[config.mk]
export PLATFORM = sky130hd
export DESIGN_NAME = uart_line_modem_control_status
export DESIGN_NICKNAME = d
export VERILOG_FILES = /design/src/uart_lmc_pkg.sv /design/src/rx_char_if.sv /design/src/uart_line_modem_control_status.sv /design/src/uart_rx_engine.sv
export VERILOG_INCLUDE_DIRS = /design/src
export SDC_FILE = /design/constraint.sdc
export NUM_CORES = 1
export LEC_CHECK = 0
export ABC_AREA = 1
export BUFFER_PORTS_ARGS = -buffer_cell sky130_fd_sc_hd__buf_2
export CORE_ASPECT_RATIO = 2
export CORE_MARGIN = 2
export CORE_UTILIZATION = 40
export DETAILED_ROUTE_END_ITERATION = 8
export PLACE_DENSITY = 0.58
export RECOVER_POWER = 100
export SYNTH_ARGS = -nofsm -noshare
export SYNTH_HDL_FRONTEND = slang
export SYNTH_SLANG_ARGS = --single-unit
[constraint.sdc]
create_clock -name clk_i -period 3.3 [get_ports clk_i]
set_input_delay 0.165 -clock clk_i [delete_from_list [all_inputs] [get_ports clk_i]]
set_output_delay 0.165 -clock clk_i [all_outputs]
set_load 0.03 [all_outputs]
[src/uart_lmc_regs.svh]
`ifndef UART_LMC_REGS_SVH
`define UART_LMC_REGS_SVH
// register byte offsets on the wishbone bus
`define OFS_DATA     8'h00
`define OFS_IER      8'h04
`define OFS_LFC      8'h08
`define OFS_MLC      8'h0c
`define OFS_LSF      8'h10
`define OFS_MIS      8'h14
`define OFS_EFR      8'h18
`define OFS_FIFO     8'h1c
`define OFS_DIV      8'h20
// line_format_control fields
`define LFC_STOP     2
`define LFC_PAR_EN   3
`define LFC_EVEN     4
`define LFC_FORCE    5
`define LFC_BREAK    6
// modem_line_control fields
`define MLC_DTR      0
`define MLC_RTS      1
`define MLC_PAIR     2
`define MLC_IMM      3
`define MLC_LOOP     4
`define MLC_XANY     5
`define MLC_IR       6
`define MLC_PRESC    7
// other control fields
`define EFR_SWFLOW   0
`define EFR_ENH      4
`define EFR_AUTO_IN  6
`define EFR_AUTO_OUT 7
`define MIS_RXDIS    2
`define MIS_TXDIS    3
`define IER_LSI      2
// reset values
`define LFC_RST      8'h00
`define MLC_RST      8'h00
`define DIV_RST      16'h0001
// flow characters and timing in oversample ticks
`define XON_CHAR     8'h11
`define XOFF_CHAR    8'h13
`define BIT_LAST     5'h0f
`define STOP15_LAST  5'h17
`define STOP2_LAST   5'h1f
`define MID_LAST     4'h7
`define IR_PULSE_LO  5'h07
`define IR_PULSE_HI  5'h09
`define IR_HOLD      5'h10
`endif

[src/uart_lmc_pkg.sv]
package uart_lmc_pkg;
	typedef enum logic [2:0] {
		ST_IDLE  = 3'h0,
		ST_START = 3'h1,
		ST_DATA  = 3'h3,
		ST_PAR   = 3'h2,
		ST_STOP  = 3'h6,
		ST_BRK   = 3'h7
	} frame_state_t;

	// parity bit over the active word, shared by both directions
	function automatic logic parity_bit(input logic [7:0] d, input logic [1:0] wl, input logic even,
		input logic force_en);
		logic [7:0] m;
		m = 8'h1f;
		case (wl)
			2'h1: m = 8'h3f;
			2'h2: m = 8'h7f;
			2'h3: m = 8'hff;
			default: m = 8'h1f;
		endcase
		if (force_en)
			parity_bit = ~even;
		else
			parity_bit = even ? ^(d & m) : ~^(d & m);
	endfunction
endpackage

[src/rx_char_if.sv]
`timescale 1ns/1ps
interface rx_char_if;
	logic       tick;
	logic       line;
	logic       enable;
	logic [1:0] wl;
	logic       par_en;
	logic       even;
	logic       force_en;
	logic       valid;
	logic [7:0] data;
	logic       perr;
	logic       ferr;
	logic       brk;
	modport engine (input tick, line, enable, wl, par_en, even, force_en, output valid, data, perr, ferr, brk);
	modport core (output tick, line, enable, wl, par_en, even, force_en, input valid, data, perr, ferr, brk);
endinterface

[src/uart_line_modem_control_status.sv]
// Function
// parity enable adds and checks parity bit
// stop select: 1, 1.5 or 2 stops
// word length code selects 5 to 8
// prescaler divides baud input by four
// infrared bit from strap, encoded line
// any received character resumes halted transmit
// immediate byte jumps ahead of queued bytes
// immediate send self clears, needs transmitter enabled
// pending flow characters precede immediate byte
// host writes custom byte right after arming
// loopback maps outputs onto carrier, ring status
// pair select picks handshake pin pair
// control bits drive active-low pins inverted
// line status interrupt on any error
// error summary while errors held in fifo
// transmitter empty when fifo and shifter idle
// transmit fifo empty flag tracks loads
// full-frame low gives one break character
// framing and parity flags describe top entry
// overrun flags, keeps fifo contents intact
// data ready while receive fifo holds data
// low modem status bits flag changes
// even select and forced mark or space
// start, data lsb first, parity, stops
//
// Decided for this implementation: the register addresses and the Wishbone interface to the registers.
`timescale 1ns/1ps
`include "uart_lmc_regs.svh"
module uart_line_modem_control_status #(
	parameter int DEPTH = 16,
	parameter int AW    = $clog2(DEPTH)
) (
	input  wire logic        clk_i,
	input  wire logic        rst_i,
	input  wire logic [7:0]  wb_adr_i,
	input  wire logic [31:0] wb_dat_i,
	input  wire logic [3:0]  wb_sel_i,
	input  wire logic        wb_we_i,
	input  wire logic        wb_cyc_i,
	input  wire logic        wb_stb_i,
	output logic      [31:0] wb_dat_o,
	output logic             wb_ack_o,
	input  wire logic        rx_i,
	output logic             tx_o,
	input  wire logic        ir_strap_i,
	input  wire logic        cts_n_i,
	input  wire logic        dsr_n_i,
	input  wire logic        cd_n_i,
	input  wire logic        ri_n_i,
	output logic             rts_n_o,
	output logic             dtr_n_o,
	output logic             line_status_irq_o
);

	function automatic logic hit(input logic [7:0] a, input logic [7:0] o);
		hit = (a == o);
	endfunction

	logic        ack_r;
	logic [31:0] dat_r;
	logic [7:0]  ier_r, lfc_r, mlc_r, efr_r, misw_r;
	logic        fifo_en_r, strap_pend_r;
	logic [15:0] div_r, bcnt_r;
	logic [1:0]  pre_r;
	logic [3:0]  msts_q_r, delta_r;
	logic [4:0]  ird_r;
	logic [7:0]  txm [DEPTH];
	logic [10:0] rxm [DEPTH];
	logic [AW-1:0] tx_wp_r, tx_rp_r, rx_wp_r, rx_rp_r;
	logic [AW:0] tx_cnt_r, rx_cnt_r, err_cnt_r;
	logic        ovr_r, sw_halt_r, pend_xoff_r, pend_xon_r, xoff_sent_r;
	logic        imm_r;
	logic [7:0]  imm_d_r;
	uart_lmc_pkg::frame_state_t tx_st_r;
	logic [4:0]  tx_tc_r;
	logic [2:0]  tx_bit_r;
	logic [7:0]  tx_sh_r;
	logic        tx_par_r, txo_r;

	rx_char_if rxc ();

	uart_rx_engine u_rx (
		.clk_i (clk_i),
		.rst_i (rst_i),
		.rx    (rxc)
	);

	// bus strobes, one access per request
	wire acc      = wb_cyc_i && wb_stb_i && !ack_r;
	wire wr       = acc && wb_we_i && wb_sel_i[0];
	wire rd       = acc && !wb_we_i;
	wire [7:0] wd = wb_dat_i[7:0];
	wire wr_data  = wr && hit(wb_adr_i, `OFS_DATA);
	wire wr_mlc   = wr && hit(wb_adr_i, `OFS_MLC);
	wire wr_fifo  = wr && hit(wb_adr_i, `OFS_FIFO);
	wire rd_data  = rd && hit(wb_adr_i, `OFS_DATA);
	wire rd_lsf   = rd && hit(wb_adr_i, `OFS_LSF);
	wire rd_mis   = rd && hit(wb_adr_i, `OFS_MIS);
	wire enh      = efr_r[`EFR_ENH];
	wire loop     = mlc_r[`MLC_LOOP];
	wire ir_en    = mlc_r[`MLC_IR];
	wire sw_en    = efr_r[`EFR_SWFLOW];
	wire tx_dis   = misw_r[`MIS_TXDIS];

	// baud tick: optional divide by four then divisor
	wire pre_en = !mlc_r[`MLC_PRESC] || pre_r == 2'h3;
	wire tick   = pre_en && bcnt_r == div_r - 16'h0001;

	// modem status, loopback feeds outputs back
	wire [3:0] msts = loop ? {mlc_r[`MLC_IMM], mlc_r[`MLC_PAIR], mlc_r[`MLC_DTR], mlc_r[`MLC_RTS]}
		: {~cd_n_i, ~ri_n_i, ~dsr_n_i, ~cts_n_i};

	// fifo fill levels and limits
	wire [AW:0] cap   = fifo_en_r ? (AW+1)'(DEPTH) : (AW+1)'(1);
	wire tx_full      = tx_cnt_r >= cap;
	wire rx_full      = rx_cnt_r >= cap;
	wire rx_hi        = fifo_en_r && rx_cnt_r >= (AW+1)'(DEPTH / 2);
	wire tx_clr       = wr_fifo && wd[0] && wd[2];
	wire rx_clr       = wr_fifo && wd[0] && wd[1];
	wire [10:0] top   = rxm[rx_rp_r];
	wire rx_any       = rx_cnt_r != '0;
	wire rx_push      = rxc.valid && !rx_full;
	wire rx_pop       = rd_data && rx_any;
	wire ovr_set      = rxc.valid && rx_full;
	wire push_err     = rx_push && (rxc.perr || rxc.ferr || rxc.brk);
	wire pop_err      = rx_pop && top[10:8] != 3'h0;

	// immediate byte capture on the data write after arming
	wire imm_take = wr_data && mlc_r[`MLC_IMM] && !loop && !tx_dis;
	wire tx_push  = wr_data && !imm_take && !tx_full;

	// handshake blocking of the transmitter
	wire hw_block = efr_r[`EFR_AUTO_IN] && !(mlc_r[`MLC_PAIR] ? msts[1] : msts[0]);
	wire tx_idle  = tx_st_r == uart_lmc_pkg::ST_IDLE;
	wire start_ok = tick && tx_idle && !tx_dis;
	wire go_flow  = start_ok && sw_en && (pend_xoff_r || pend_xon_r);
	wire go_imm   = start_ok && !go_flow && imm_r;
	wire go_fifo  = start_ok && !go_flow && !imm_r && tx_cnt_r != '0 && !sw_halt_r && !hw_block;
	wire [7:0] pick = go_flow ? (pend_xoff_r ? `XOFF_CHAR : `XON_CHAR) : imm_r ? imm_d_r : txm[tx_rp_r];

	// transmit bit timing, stop length by word length
	wire [1:0] wl     = lfc_r[1:0];
	wire [2:0] tx_last = 3'h4 + {1'b0, wl};
	wire [4:0] stop_last = !lfc_r[`LFC_STOP] ? `BIT_LAST : wl == 2'h0 ? `STOP15_LAST : `STOP2_LAST;
	wire [4:0] tc_end = tx_st_r == uart_lmc_pkg::ST_STOP ? stop_last : `BIT_LAST;
	wire tc_done      = tick && tx_tc_r == tc_end;
	wire tx_line      = lfc_r[`LFC_BREAK] ? 1'b0
		: tx_st_r == uart_lmc_pkg::ST_START ? 1'b0
		: tx_st_r == uart_lmc_pkg::ST_DATA ? tx_sh_r[0]
		: tx_st_r == uart_lmc_pkg::ST_PAR ? tx_par_r : 1'b1;
	wire ir_pulse     = !tx_line && tx_tc_r >= `IR_PULSE_LO && tx_tc_r <= `IR_PULSE_HI;
	wire tx_pin       = loop ? 1'b1 : ir_en ? ir_pulse : tx_line;

	// status words
	wire thre = tx_cnt_r == '0;
	wire temt = thre && !imm_r && tx_idle;
	wire [7:0] lsf = {err_cnt_r != '0, temt, thre, rx_any && top[10], rx_any && top[9],
		rx_any && top[8], ovr_r, rx_any};
	wire [7:0] rdata = hit(wb_adr_i, `OFS_DATA) ? top[7:0]
		: hit(wb_adr_i, `OFS_IER) ? ier_r
		: hit(wb_adr_i, `OFS_LFC) ? lfc_r
		: hit(wb_adr_i, `OFS_MLC) ? mlc_r
		: hit(wb_adr_i, `OFS_LSF) ? lsf
		: hit(wb_adr_i, `OFS_MIS) ? {msts, delta_r}
		: hit(wb_adr_i, `OFS_EFR) ? efr_r
		: hit(wb_adr_i, `OFS_FIFO) ? {7'h00, fifo_en_r}
		: hit(wb_adr_i, `OFS_DIV) ? div_r[7:0] : 8'h00;

	// receive engine hookup, loopback and infrared paths
	assign rxc.tick     = tick;
	assign rxc.line     = loop ? tx_line : ir_en ? ird_r == 5'h00 : rx_i;
	assign rxc.enable   = !misw_r[`MIS_RXDIS];
	assign rxc.wl       = wl;
	assign rxc.par_en   = lfc_r[`LFC_PAR_EN];
	assign rxc.even     = lfc_r[`LFC_EVEN];
	assign rxc.force_en = lfc_r[`LFC_FORCE];

	// pins and bus answer
	assign rts_n_o = !(mlc_r[`MLC_RTS] && !loop && !(efr_r[`EFR_AUTO_OUT] && !mlc_r[`MLC_PAIR] && rx_hi));
	assign dtr_n_o = !(mlc_r[`MLC_DTR] && !loop && !(efr_r[`EFR_AUTO_OUT] && mlc_r[`MLC_PAIR] && rx_hi));
	assign line_status_irq_o = ier_r[`IER_LSI] && (err_cnt_r != '0 || ovr_r);
	assign tx_o     = txo_r;
	assign wb_ack_o = ack_r;
	assign wb_dat_o = dat_r;

	// bus slave and control registers
	always_ff @(posedge clk_i) begin
		if (rst_i) begin
			ack_r <= 1'b0;
			dat_r <= 32'h0000_0000;
			ier_r <= 8'h00;
			lfc_r <= `LFC_RST;
			efr_r <= 8'h00;
			misw_r <= 8'h00;
			fifo_en_r <= 1'b0;
			div_r <= `DIV_RST;
		end else begin
			ack_r <= acc;
			if (rd)
				dat_r <= {24'h00_0000, rdata};
			if (wr && hit(wb_adr_i, `OFS_IER))
				ier_r <= wd;
			if (wr && hit(wb_adr_i, `OFS_LFC))
				lfc_r <= wd;
			if (wr && hit(wb_adr_i, `OFS_EFR))
				efr_r <= wd;
			if (wr && hit(wb_adr_i, `OFS_MIS))
				misw_r <= wd & 8'h0c;
			if (wr_fifo)
				fifo_en_r <= wd[0];
			if (wr && hit(wb_adr_i, `OFS_DIV))
				div_r <= {8'h00, wd};
		end
	end

	// modem control, enhanced bits gated, strap caught after reset
	always_ff @(posedge clk_i) begin
		if (rst_i) begin
			mlc_r <= `MLC_RST;
			strap_pend_r <= 1'b1;
		end else begin
			strap_pend_r <= 1'b0;
			if (wr_mlc)
				mlc_r <= enh ? wd : {mlc_r[7:5], wd[4:0]};
			else if (imm_take)
				mlc_r[`MLC_IMM] <= 1'b0;
			if (strap_pend_r)
				mlc_r[`MLC_IR] <= ir_strap_i;
		end
	end

	// baud divider, modem deltas, infrared decode stretch
	always_ff @(posedge clk_i) begin
		if (rst_i) begin
			pre_r <= 2'h0;
			bcnt_r <= 16'h0000;
			msts_q_r <= 4'h0;
			delta_r <= 4'h0;
			ird_r <= 5'h00;
		end else begin
			pre_r <= pre_r + 2'h1;
			if (pre_en)
				bcnt_r <= tick ? 16'h0000 : bcnt_r + 16'h0001;
			msts_q_r <= msts;
			delta_r <= (delta_r & {4{!rd_mis}}) | (msts ^ msts_q_r);
			if (rx_i)
				ird_r <= `IR_HOLD;
			else if (tick && ird_r != 5'h00)
				ird_r <= ird_r - 5'h01;
		end
	end

	// fifo storage
	always_ff @(posedge clk_i) begin
		if (tx_push)
			txm[tx_wp_r] <= wd;
		if (rx_push)
			rxm[rx_wp_r] <= {rxc.brk, rxc.ferr, rxc.perr, rxc.data};
	end

	// fifo pointers, levels, error count and overrun
	always_ff @(posedge clk_i) begin
		if (rst_i || tx_clr) begin
			tx_wp_r <= '0;
			tx_rp_r <= '0;
			tx_cnt_r <= '0;
		end else begin
			tx_wp_r <= tx_wp_r + AW'(tx_push);
			tx_rp_r <= tx_rp_r + AW'(go_fifo);
			tx_cnt_r <= tx_cnt_r + (AW+1)'(tx_push) - (AW+1)'(go_fifo);
		end
		if (rst_i || rx_clr) begin
			rx_wp_r <= '0;
			rx_rp_r <= '0;
			rx_cnt_r <= '0;
			err_cnt_r <= '0;
		end else begin
			rx_wp_r <= rx_wp_r + AW'(rx_push);
			rx_rp_r <= rx_rp_r + AW'(rx_pop);
			rx_cnt_r <= rx_cnt_r + (AW+1)'(rx_push) - (AW+1)'(rx_pop);
			err_cnt_r <= err_cnt_r + (AW+1)'(push_err) - (AW+1)'(pop_err);
		end
		if (rst_i)
			ovr_r <= 1'b0;
		else
			ovr_r <= ovr_set || (ovr_r && !rd_lsf);
	end

	// software flow: halt, resume and pending flow characters
	always_ff @(posedge clk_i) begin
		if (rst_i) begin
			sw_halt_r <= 1'b0;
			pend_xoff_r <= 1'b0;
			pend_xon_r <= 1'b0;
			xoff_sent_r <= 1'b0;
		end else begin
			if (rxc.valid && sw_en && rxc.data == `XOFF_CHAR)
				sw_halt_r <= 1'b1;
			else if (rxc.valid && (rxc.data == `XON_CHAR || mlc_r[`MLC_XANY]))
				sw_halt_r <= 1'b0;
			if (go_flow && pend_xoff_r) begin
				pend_xoff_r <= 1'b0;
				xoff_sent_r <= 1'b1;
			end else if (sw_en && rx_hi && !xoff_sent_r)
				pend_xoff_r <= 1'b1;
			if (go_flow && !pend_xoff_r) begin
				pend_xon_r <= 1'b0;
				xoff_sent_r <= 1'b0;
			end else if (xoff_sent_r && !rx_any)
				pend_xon_r <= 1'b1;
		end
	end

	// immediate byte holder, new capture wins over its use
	always_ff @(posedge clk_i) begin
		if (rst_i) begin
			imm_r <= 1'b0;
			imm_d_r <= 8'h00;
		end else begin
			imm_r <= imm_take || (imm_r && !go_imm);
			if (imm_take)
				imm_d_r <= wd;
		end
	end

	// transmit frame walker
	always_ff @(posedge clk_i) begin
		if (rst_i) begin
			tx_st_r <= uart_lmc_pkg::ST_IDLE;
			tx_tc_r <= 5'h00;
			tx_bit_r <= 3'h0;
			tx_sh_r <= 8'h00;
			tx_par_r <= 1'b0;
			txo_r <= 1'b1;
		end else begin
			txo_r <= tx_pin;
			if (tick && !tx_idle)
				tx_tc_r <= tc_done ? 5'h00 : tx_tc_r + 5'h01;
			case (tx_st_r)
				uart_lmc_pkg::ST_IDLE: begin
					tx_tc_r <= 5'h00;
					if (go_flow || go_imm || go_fifo) begin
						tx_sh_r <= pick;
						tx_par_r <= uart_lmc_pkg::parity_bit(pick, wl, lfc_r[`LFC_EVEN], lfc_r[`LFC_FORCE]);
						tx_st_r <= uart_lmc_pkg::ST_START;
					end
				end
				uart_lmc_pkg::ST_START: begin
					tx_bit_r <= 3'h0;
					if (tc_done)
						tx_st_r <= uart_lmc_pkg::ST_DATA;
				end
				uart_lmc_pkg::ST_DATA: begin
					if (tc_done) begin
						tx_sh_r <= {1'b0, tx_sh_r[7:1]};
						tx_bit_r <= tx_bit_r + 3'h1;
						if (tx_bit_r == tx_last)
							tx_st_r <= lfc_r[`LFC_PAR_EN] ? uart_lmc_pkg::ST_PAR : uart_lmc_pkg::ST_STOP;
					end
				end
				uart_lmc_pkg::ST_PAR: begin
					if (tc_done)
						tx_st_r <= uart_lmc_pkg::ST_STOP;
				end
				uart_lmc_pkg::ST_STOP: begin
					if (tc_done)
						tx_st_r <= uart_lmc_pkg::ST_IDLE;
				end
				default: tx_st_r <= uart_lmc_pkg::ST_IDLE;
			endcase
		end
	end
endmodule

[src/uart_rx_engine.sv]
`timescale 1ns/1ps
`include "uart_lmc_regs.svh"
module uart_rx_engine (
	input  wire logic  clk_i,
	input  wire logic  rst_i,
	rx_char_if.engine  rx
);
	uart_lmc_pkg::frame_state_t state_r;
	logic [3:0] tc_r;
	logic [2:0] bit_r;
	logic [7:0] sh_r;
	logic       par_r;
	logic       any_high_r;
	logic       valid_r;
	logic [7:0] data_r;
	logic       perr_r;
	logic       ferr_r;
	logic       brk_r;

	// word aligned to bit 0, last data index and frame-break test
	wire [7:0] aligned  = sh_r >> (3'h3 - {1'b0, rx.wl});
	wire [2:0] last_bit = 3'h4 + {1'b0, rx.wl};
	wire       sample   = rx.tick && tc_r == 4'hf;
	wire       is_brk   = !rx.line && !any_high_r;

	assign rx.valid = valid_r;
	assign rx.data  = data_r;
	assign rx.perr  = perr_r;
	assign rx.ferr  = ferr_r;
	assign rx.brk   = brk_r;

	// frame walker sampling each bit in its middle
	always_ff @(posedge clk_i) begin
		valid_r <= 1'b0;
		if (rst_i) begin
			state_r    <= uart_lmc_pkg::ST_IDLE;
			tc_r       <= 4'h0;
			bit_r      <= 3'h0;
			sh_r       <= 8'h00;
			par_r      <= 1'b0;
			any_high_r <= 1'b0;
			data_r     <= 8'h00;
			perr_r     <= 1'b0;
			ferr_r     <= 1'b0;
			brk_r      <= 1'b0;
		end else if (rx.tick) begin
			tc_r <= tc_r + 4'h1;
			case (state_r)
				uart_lmc_pkg::ST_IDLE: begin
					tc_r <= 4'h0;
					if (rx.enable && !rx.line)
						state_r <= uart_lmc_pkg::ST_START;
				end
				uart_lmc_pkg::ST_START: begin
					if (tc_r == `MID_LAST) begin
						tc_r       <= 4'h0;
						bit_r      <= 3'h0;
						any_high_r <= 1'b0;
						state_r    <= rx.line ? uart_lmc_pkg::ST_IDLE : uart_lmc_pkg::ST_DATA;
					end
				end
				uart_lmc_pkg::ST_DATA: begin
					if (sample) begin
						sh_r       <= {rx.line, sh_r[7:1]};
						any_high_r <= any_high_r | rx.line;
						bit_r      <= bit_r + 3'h1;
						if (bit_r == last_bit)
							state_r <= rx.par_en ? uart_lmc_pkg::ST_PAR : uart_lmc_pkg::ST_STOP;
					end
				end
				uart_lmc_pkg::ST_PAR: begin
					if (sample) begin
						par_r      <= rx.line;
						any_high_r <= any_high_r | rx.line;
						state_r    <= uart_lmc_pkg::ST_STOP;
					end
				end
				uart_lmc_pkg::ST_STOP: begin
					if (sample) begin
						valid_r <= 1'b1;
						data_r  <= aligned;
						ferr_r  <= !rx.line;
						perr_r  <= rx.par_en && (par_r != uart_lmc_pkg::parity_bit(aligned, rx.wl, rx.even,
							rx.force_en));
						brk_r   <= is_brk;
						state_r <= is_brk ? uart_lmc_pkg::ST_BRK : uart_lmc_pkg::ST_IDLE;
					end
				end
				uart_lmc_pkg::ST_BRK: begin
					if (rx.line)
						state_r <= uart_lmc_pkg::ST_IDLE;
				end
				default: state_r <= uart_lmc_pkg::ST_IDLE;
			endcase
		end
	end
endmodule
After elaboration in Yosys (flattened, before gate mapping)
Memory sizes are Yosys's and may differ from the RTL's. A register that Yosys moved wholly into a read port is not among the register bits.
Cells that the tools add are included.
- bitwise logic cells: 13
- reductions and logical operators: 159
- shift operators: 1
- eq/ne operators: 44
- order comparisons: 5
- mux-type cells: 91
- add/subtract/negate cells: 20
- operators with widths (cell ; number):
    two-way mux 8 bit ; 20
    logical AND 1 bit ; 75
    two-way mux 3 bit ; 19
    equality test 8 x 5 -> 1 bit, second input constant ; 6
    two-way mux 5 bit ; 6
    logical NOT 1 bit ; 29
    two-way mux 1 bit ; 29
    case mux 8 bit (3 select lines) ; 1
    two-way mux 4 bit ; 5
    != test 2 x 1 -> 1 bit, second input constant ; 10
    nonzero test 5 bit ; 4
    case mux 3 bit (6 select lines) ; 1
    nonzero test 2 bit ; 9
    adder 16 x 1 -> 16 bit, second input constant ; 1
    adder 4 x 1 -> 4 bit ; 4
    bitwise AND 8 bit ; 2
    equality test 16 bit ; 1
    equality test 8 x 4 -> 1 bit, second input constant ; 2
    two-way mux 16 bit ; 1
    case mux 8 bit (2 select lines) ; 1
    XNOR reduction 8 bit ; 2
    parity 8 bit ; 2
    adder 5 x 1 -> 5 bit ; 3
    case mux 3 bit (5 select lines) ; 1
    other kinds (50) ; 99
- RAM bits: 304
- word-level logic and storage cells: 385
- register bits: 182
- input bits: 55
- output and inout bits: 37
- memories kept: 2
- memories (memory ; depth ; width ; rd ports ; clocked after Yosys merged registers in ; wr ports ; RTL line ; source):
    rxm ; 16 ; 11 ; 1 ; 1 ; 1 ; uart_line_modem_control_status.sv:69 ; logic [10:0] rxm [DEPTH];
    txm ; 16 ; 8 ; 1 ; 1 ; 1 ; uart_line_modem_control_status.sv:68 ; logic [7:0] txm [DEPTH];

Longest topological paths before layout
- depth after elaboration: 21
- gate-level depth with buffers: 25
- gate-level depth less buffers: 25

Hierarchy
From an unflattened synthesis, not the netlist that was laid out.
- cells, all modules: 2313
- area, all modules: 22094.9 µm²
- by module, submodules not included (module ; cells each ; seq. area each (µm²) ; times used ; area an instance (µm²)):
    uart_line_modem_control_status ; 2040 ; 12131.6 ; 1 ; 20230.7
    uart_rx_engine ; 273 ; 640.6 ; 1 ; 1864.3

Least setup slack after synthesis
Ideal clock, no wire load.
- path kind: reg-to-reg
- from: reg div_r[0]
- to: reg tx_cnt_r[4]
- path buffers: 1
- cell stages (with the launch flop): 20
- slack: 0.163 ns
- period minus slack after synthesis: 3.137 ns
- library setup time: 0.134 ns
- arrival: 3.003 ns
- data required time: 3.166 ns
- cell sequence: dfxtp_1 > inv_2 > ha_1 > xnor2_1 > nor2_1 > nand3_1 > nor2_1 > nand3_2 > buf_6 > nor4_1 > ha_1 > inv_1 > ha_1 > inv_1 > fa_1 > nor2_1 > nor2_1 > nor2_1 > or3_1 > a21oi_1
- word-level cells in the longest chain between the ends: 14
- RTL lines (element ; RTL line ; source):
    start, declared ; uart_line_modem_control_status.sv:64 ; logic [15:0] div_r, bcnt_r;
    start signal, assigned ; uart_line_modem_control_status.sv:197 ; div_r <= `DIV_RST;
    start signal, assigned ; uart_line_modem_control_status.sv:213 ; div_r <= {8'h00, wd};
    subtractor 8 x 1 -> 9 bit * ; uart_line_modem_control_status.sv:108 ; wire tick = pre_en && bcnt_r == div_r - 16'h0001;
    equality test 16 bit * ; uart_line_modem_control_status.sv:108 ;
    logical AND 1 bit * ; uart_line_modem_control_status.sv:108 ;
    logical AND 1 bit * (2 in a row) ; uart_line_modem_control_status.sv:136 ; wire start_ok = tick && tx_idle && !tx_dis;
    logical AND 1 bit (2 in a row) ; uart_line_modem_control_status.sv:137 ; wire go_flow = start_ok && sw_en && (pend_xoff_r || pend_xon_r);
    logical NOT 1 bit ; uart_line_modem_control_status.sv:139 ; wire go_fifo = start_ok && !go_flow && !imm_r && tx_cnt_r != '0 && !sw_halt_r && !hw_block;
    logical AND 1 bit * (5 in a row) ; uart_line_modem_control_status.sv:139 ;
    subtractor 5 x 1 -> 5 bit * ; uart_line_modem_control_status.sv:271 ; tx_cnt_r <= tx_cnt_r + (AW+1)'(tx_push) - (AW+1)'(go_fifo);
    end signal, assigned ; uart_line_modem_control_status.sv:271 ;
    end, declared ; uart_line_modem_control_status.sv:71 ; logic [AW:0] tx_cnt_r, rx_cnt_r, err_cnt_r;
Every way passes the cells marked *; elsewhere a longest branch is shown, timed or not.
A chain may end at the register's enable or synchronous reset.

==> key figures <==
Power and ir drop
  – PwrDens: 578.1 mW/mm^2
  – LEAKAGE: 0.009211 uW
  – Max IR drop VDD: 0.4297 mV
  – Final Power: 14200 uW

Critical path
  – Worst r2r path cells: 16
  – Crit path top cell by count: nor2_1
  – R2R Setup Slk: 0.18 ns
  – Critical R2R Launch: rx_rp_r[0]
  – Startpoint type of the worst setup path: flop
  – Crit end category: flop
  – Largest fanout on the critical path: 29
  – Data arrival time of the critical path: 3.61 ns
  – Slowest library cell on the worst path: dfxtp_2
  – Crit-path max cell delay: 0.39 ns
  – Worst r2r dst: err_cnt_r[4]
  – Crit-path leading delay family: adder cells
  – Worst-path cell chain: buf_12 -> mux2i_1 -> o221ai_1 -> nand3_1 -> nand2_1 -> o31a_1 -> ha_1 -> inv_1 -> ha_1 -> inv_1 -> fa_1 -> nor2_1 -> nor2_1 -> nor2_1 -> o21ai_0 -> a21oi_1
  – Critical Path RT: 3.80 ns
  – CP bufs+invs: 3
  – WS Path Type: reg2reg

Logic synthesis
  – Synth Area in XOR/XNOR: 0.01560
  – Avg Synthesized Cell Area: 9.541 sq um
  – Post-synth ARST share: 0
  – Main synth FF type: edfxtp_1
  – Register area share after synthesis: 0.5833
  – Mux contribution to synthesized area: 0.004571
  – Synth Area in Compound Gates: 0.1296
  – Largest family of logic cells by synthesized area: simple AND/OR/NAND/NOR gates
  – Number of synthesized flops with an enable pin: 304
  – Cells after Synth: 2295
  – Post-synthesis adder-cell area fraction: 0.02846
  – Post-Synth Simple-Gate Area: 0.1744
  – Cell variety after synth: 65
  – Synth warn: 0
  – Seq cells post-synth: 486
  – Area of the mapped netlist: 0.02190 sq mm

Clock network
  – Clk buf depth: 3
  – Clock slew at reported path FFs: 0.07 ns
  – # clock sinks: 486
  – CTS tree: yes
  – Clock latency at the later pin of the worst-skew pair: 0.56 ns
  – H-tree depth: 2
  – CTS buffer count: 43
  – Clock root buffer: clkbuf_16

Worst hold path
  – HP Start: cd_n_i
  – Worst Hold Class: in2reg
  – Min-Delay Endpoint: msts_q_r[3]
  – Hold Path Cell Cnt: 4

Timing
  – # setup viols final: 0
  – Tmin final: 3.118 ns
  – F_max: 0.3207 GHz
  – Unrepaired setup endpoints after global routing: true
  – Period utilisation layout: 0.9449
  – Clock skew: 0.01305 ns
  – Final Hold Viols: 0
  – Pin slew with the least headroom to its limit: 2.716 ns
  – Pins Over Slew Limit: 121
  – Max_slew headroom: -0.8106

Cells and area
  – Max reg flops: 176
  – Register with the most flip-flops: rxm
  – Commonest non-fill, non-tap cell in the layout: nand2_1
  – Largest regs: rxm x176, txm x128, bcnt_r x16
  – Area delta synth->final: 12.19%
  – Layout Nets: 2483
  – Diode count: 0
  – Layout cells sized above 1: 0.1036
  – Commonest cells after routing, fill and taps aside: nand2_1, nor2_1, edfxtp_1
  – Fin cells: 3090

Global route
  – Vias in the first global route: 16242
  – Initial antenna violation count: 0
  – Grt ovf: 0
  – First-pass GRT wire length: 92140 microns
  – Global Route Usage Sum: 0.2129
  – Largest net degree at the start of global routing: 66

Detailed routing
  – Via density: 5.316
  – Vias: 16426
  – Detail Route Antenna Nets: 0
  – DRC: 0
  – Average wire per cell in the routed design: 19.55 microns
  – Routed WL: 60410 microns
  – DR pass1 iterations: 7
  – Drt initial violations: 1027

Floorplanning
  – Die height: 334.9 microns
  – # IOs: 92
  – Full die area: 0.05674 sq mm
  – Die width: 169.4 microns
  – Core area: 0.05435 sq mm
  – Initial Util: 0.4029
  – Row count: 121

Placement
  – GP Congestion: 0.9118
  – Detail Placement HPWL: 43650 microns
  – Dpl cells: 3007
  – Port Buffer Count: 40

Flow run
  – Max-cap viol count: 4

Status
  – Failing checks: max-capacitance violations, max-slew violations
  – Outcome: complete, but fails checks
cells in the mapped netlist (all sizes together) (6+ instances only):
master / count / share of area
inv: 210 / 0.036
nand3: 141 / 0.034
o221ai: 18 / 0.0072
edfxtp: 304 / 0.42
nand2: 338 / 0.060
xnor2: 13 / 0.0052
clkinv: 8 / 0.0015
dfxtp: 182 / 0.17
mux2i: 10 / 0.0046
a211oi: 15 / 0.0051
nor3: 27 / 0.0064
o22ai: 40 / 0.011
clkbuf: 50 / 0.0086
a31oi: 6 / 0.0017
nor2: 336 / 0.060
o2111ai: 6 / 0.0024
ha: 45 / 0.026
o21ai: 239 / 0.055
nand4: 17 / 0.0058
xor2: 26 / 0.010
a21oi: 132 / 0.030
nor3b: 7 / 0.0024
o211ai: 15 / 0.0051
buf: 59 / 0.018
or2: 6 / 0.0017
worst max path at each step:
stage          startpoint            to  slack, ns  depth (start not counted)
2_1_floorplan    div_r[0]   tx_cnt_r[4]       0.16                         19
3_3_place_gp     div_r[1]   tx_cnt_r[4]      -0.01                         23
3_5_place_dp     div_r[1]   tx_cnt_r[4]       0.04                         21
4_1_cts          div_r[1]   tx_cnt_r[4]       0.02                         21
5_1_grt          div_r[1]   tx_cnt_r[4]      -0.06                         21
6_report       rx_rp_r[0]  err_cnt_r[4]       0.18                         16
tightest hold or removal path, stage by stage:
cell     delay [ns]
buf_2          0.11
o21ai_0        0.17
inv_1          0.09
nor2_1         0.04
area by class of cell:
type / instances / area (sq um)
Clock inverter: 28 / 234.0
Tap cell: 676 / 845.8
Sequential cell: 486 / 12780
Clock buffer: 51 / 1169
Inverter: 218 / 823.3
Multi-Input combinational cell: 1505 / 7854
Timing Repair Buffer: 126 / 864.6
Fill cell: 5169 / 29780
metal layers:
metal | share of wire | up-vias | wire length [microns] | GRT usage
li1 | - | 8038 | - | -
met2 | 0.56 | 383 | 33810 | 0.4200
met5 | 0 | - | 0 | 0
met1 | 0.35 | 7859 | 21430 | 0.2165
met4 | 0.054 | 0 | 3235 | 0.1069
met3 | 0.032 | 146 | 1935 | 0.02313
cell families after synthesis:
logic type,count (synthesis)
compound gates,500
mux,10
flops,486
other cells,1
fa+ha+maj,48
xor+xnor,39
simple gates,884
buf+inv,327
power by group:
group          internal (uW)  switching [uW]
clock                   2790            2300
sequential              6570             124
combinational            781            1640
total                  10100            4070
per-stage QoR:
step	setup TNS, ns	instance area, sq um	worst slack [ns]	utilization	hold slack (ns)
after floorplan	0	21980	0.1629	-	0.1927
after global placement	-0.01479	23130	-0.01479	0.4256	0.4081
after detailed placement	0	23130	0.03628	0.4256	0.4124
after CTS	0	24570	0.01728	0.4521	0.03203
after global routing	-0.05998	24570	-0.05998	0.4520	0.06344
final	0	24570	0.1818	0.4520	0.04672
what timing repair did:
action                                  CTS  global route
hold endpoints to repair                  7             0
hold buffers                              4             0
setup buffers                             0             0
resized for setup                         0            22
endpoints found under the setup margin    0             3
(Power assumes the default switching activity.)
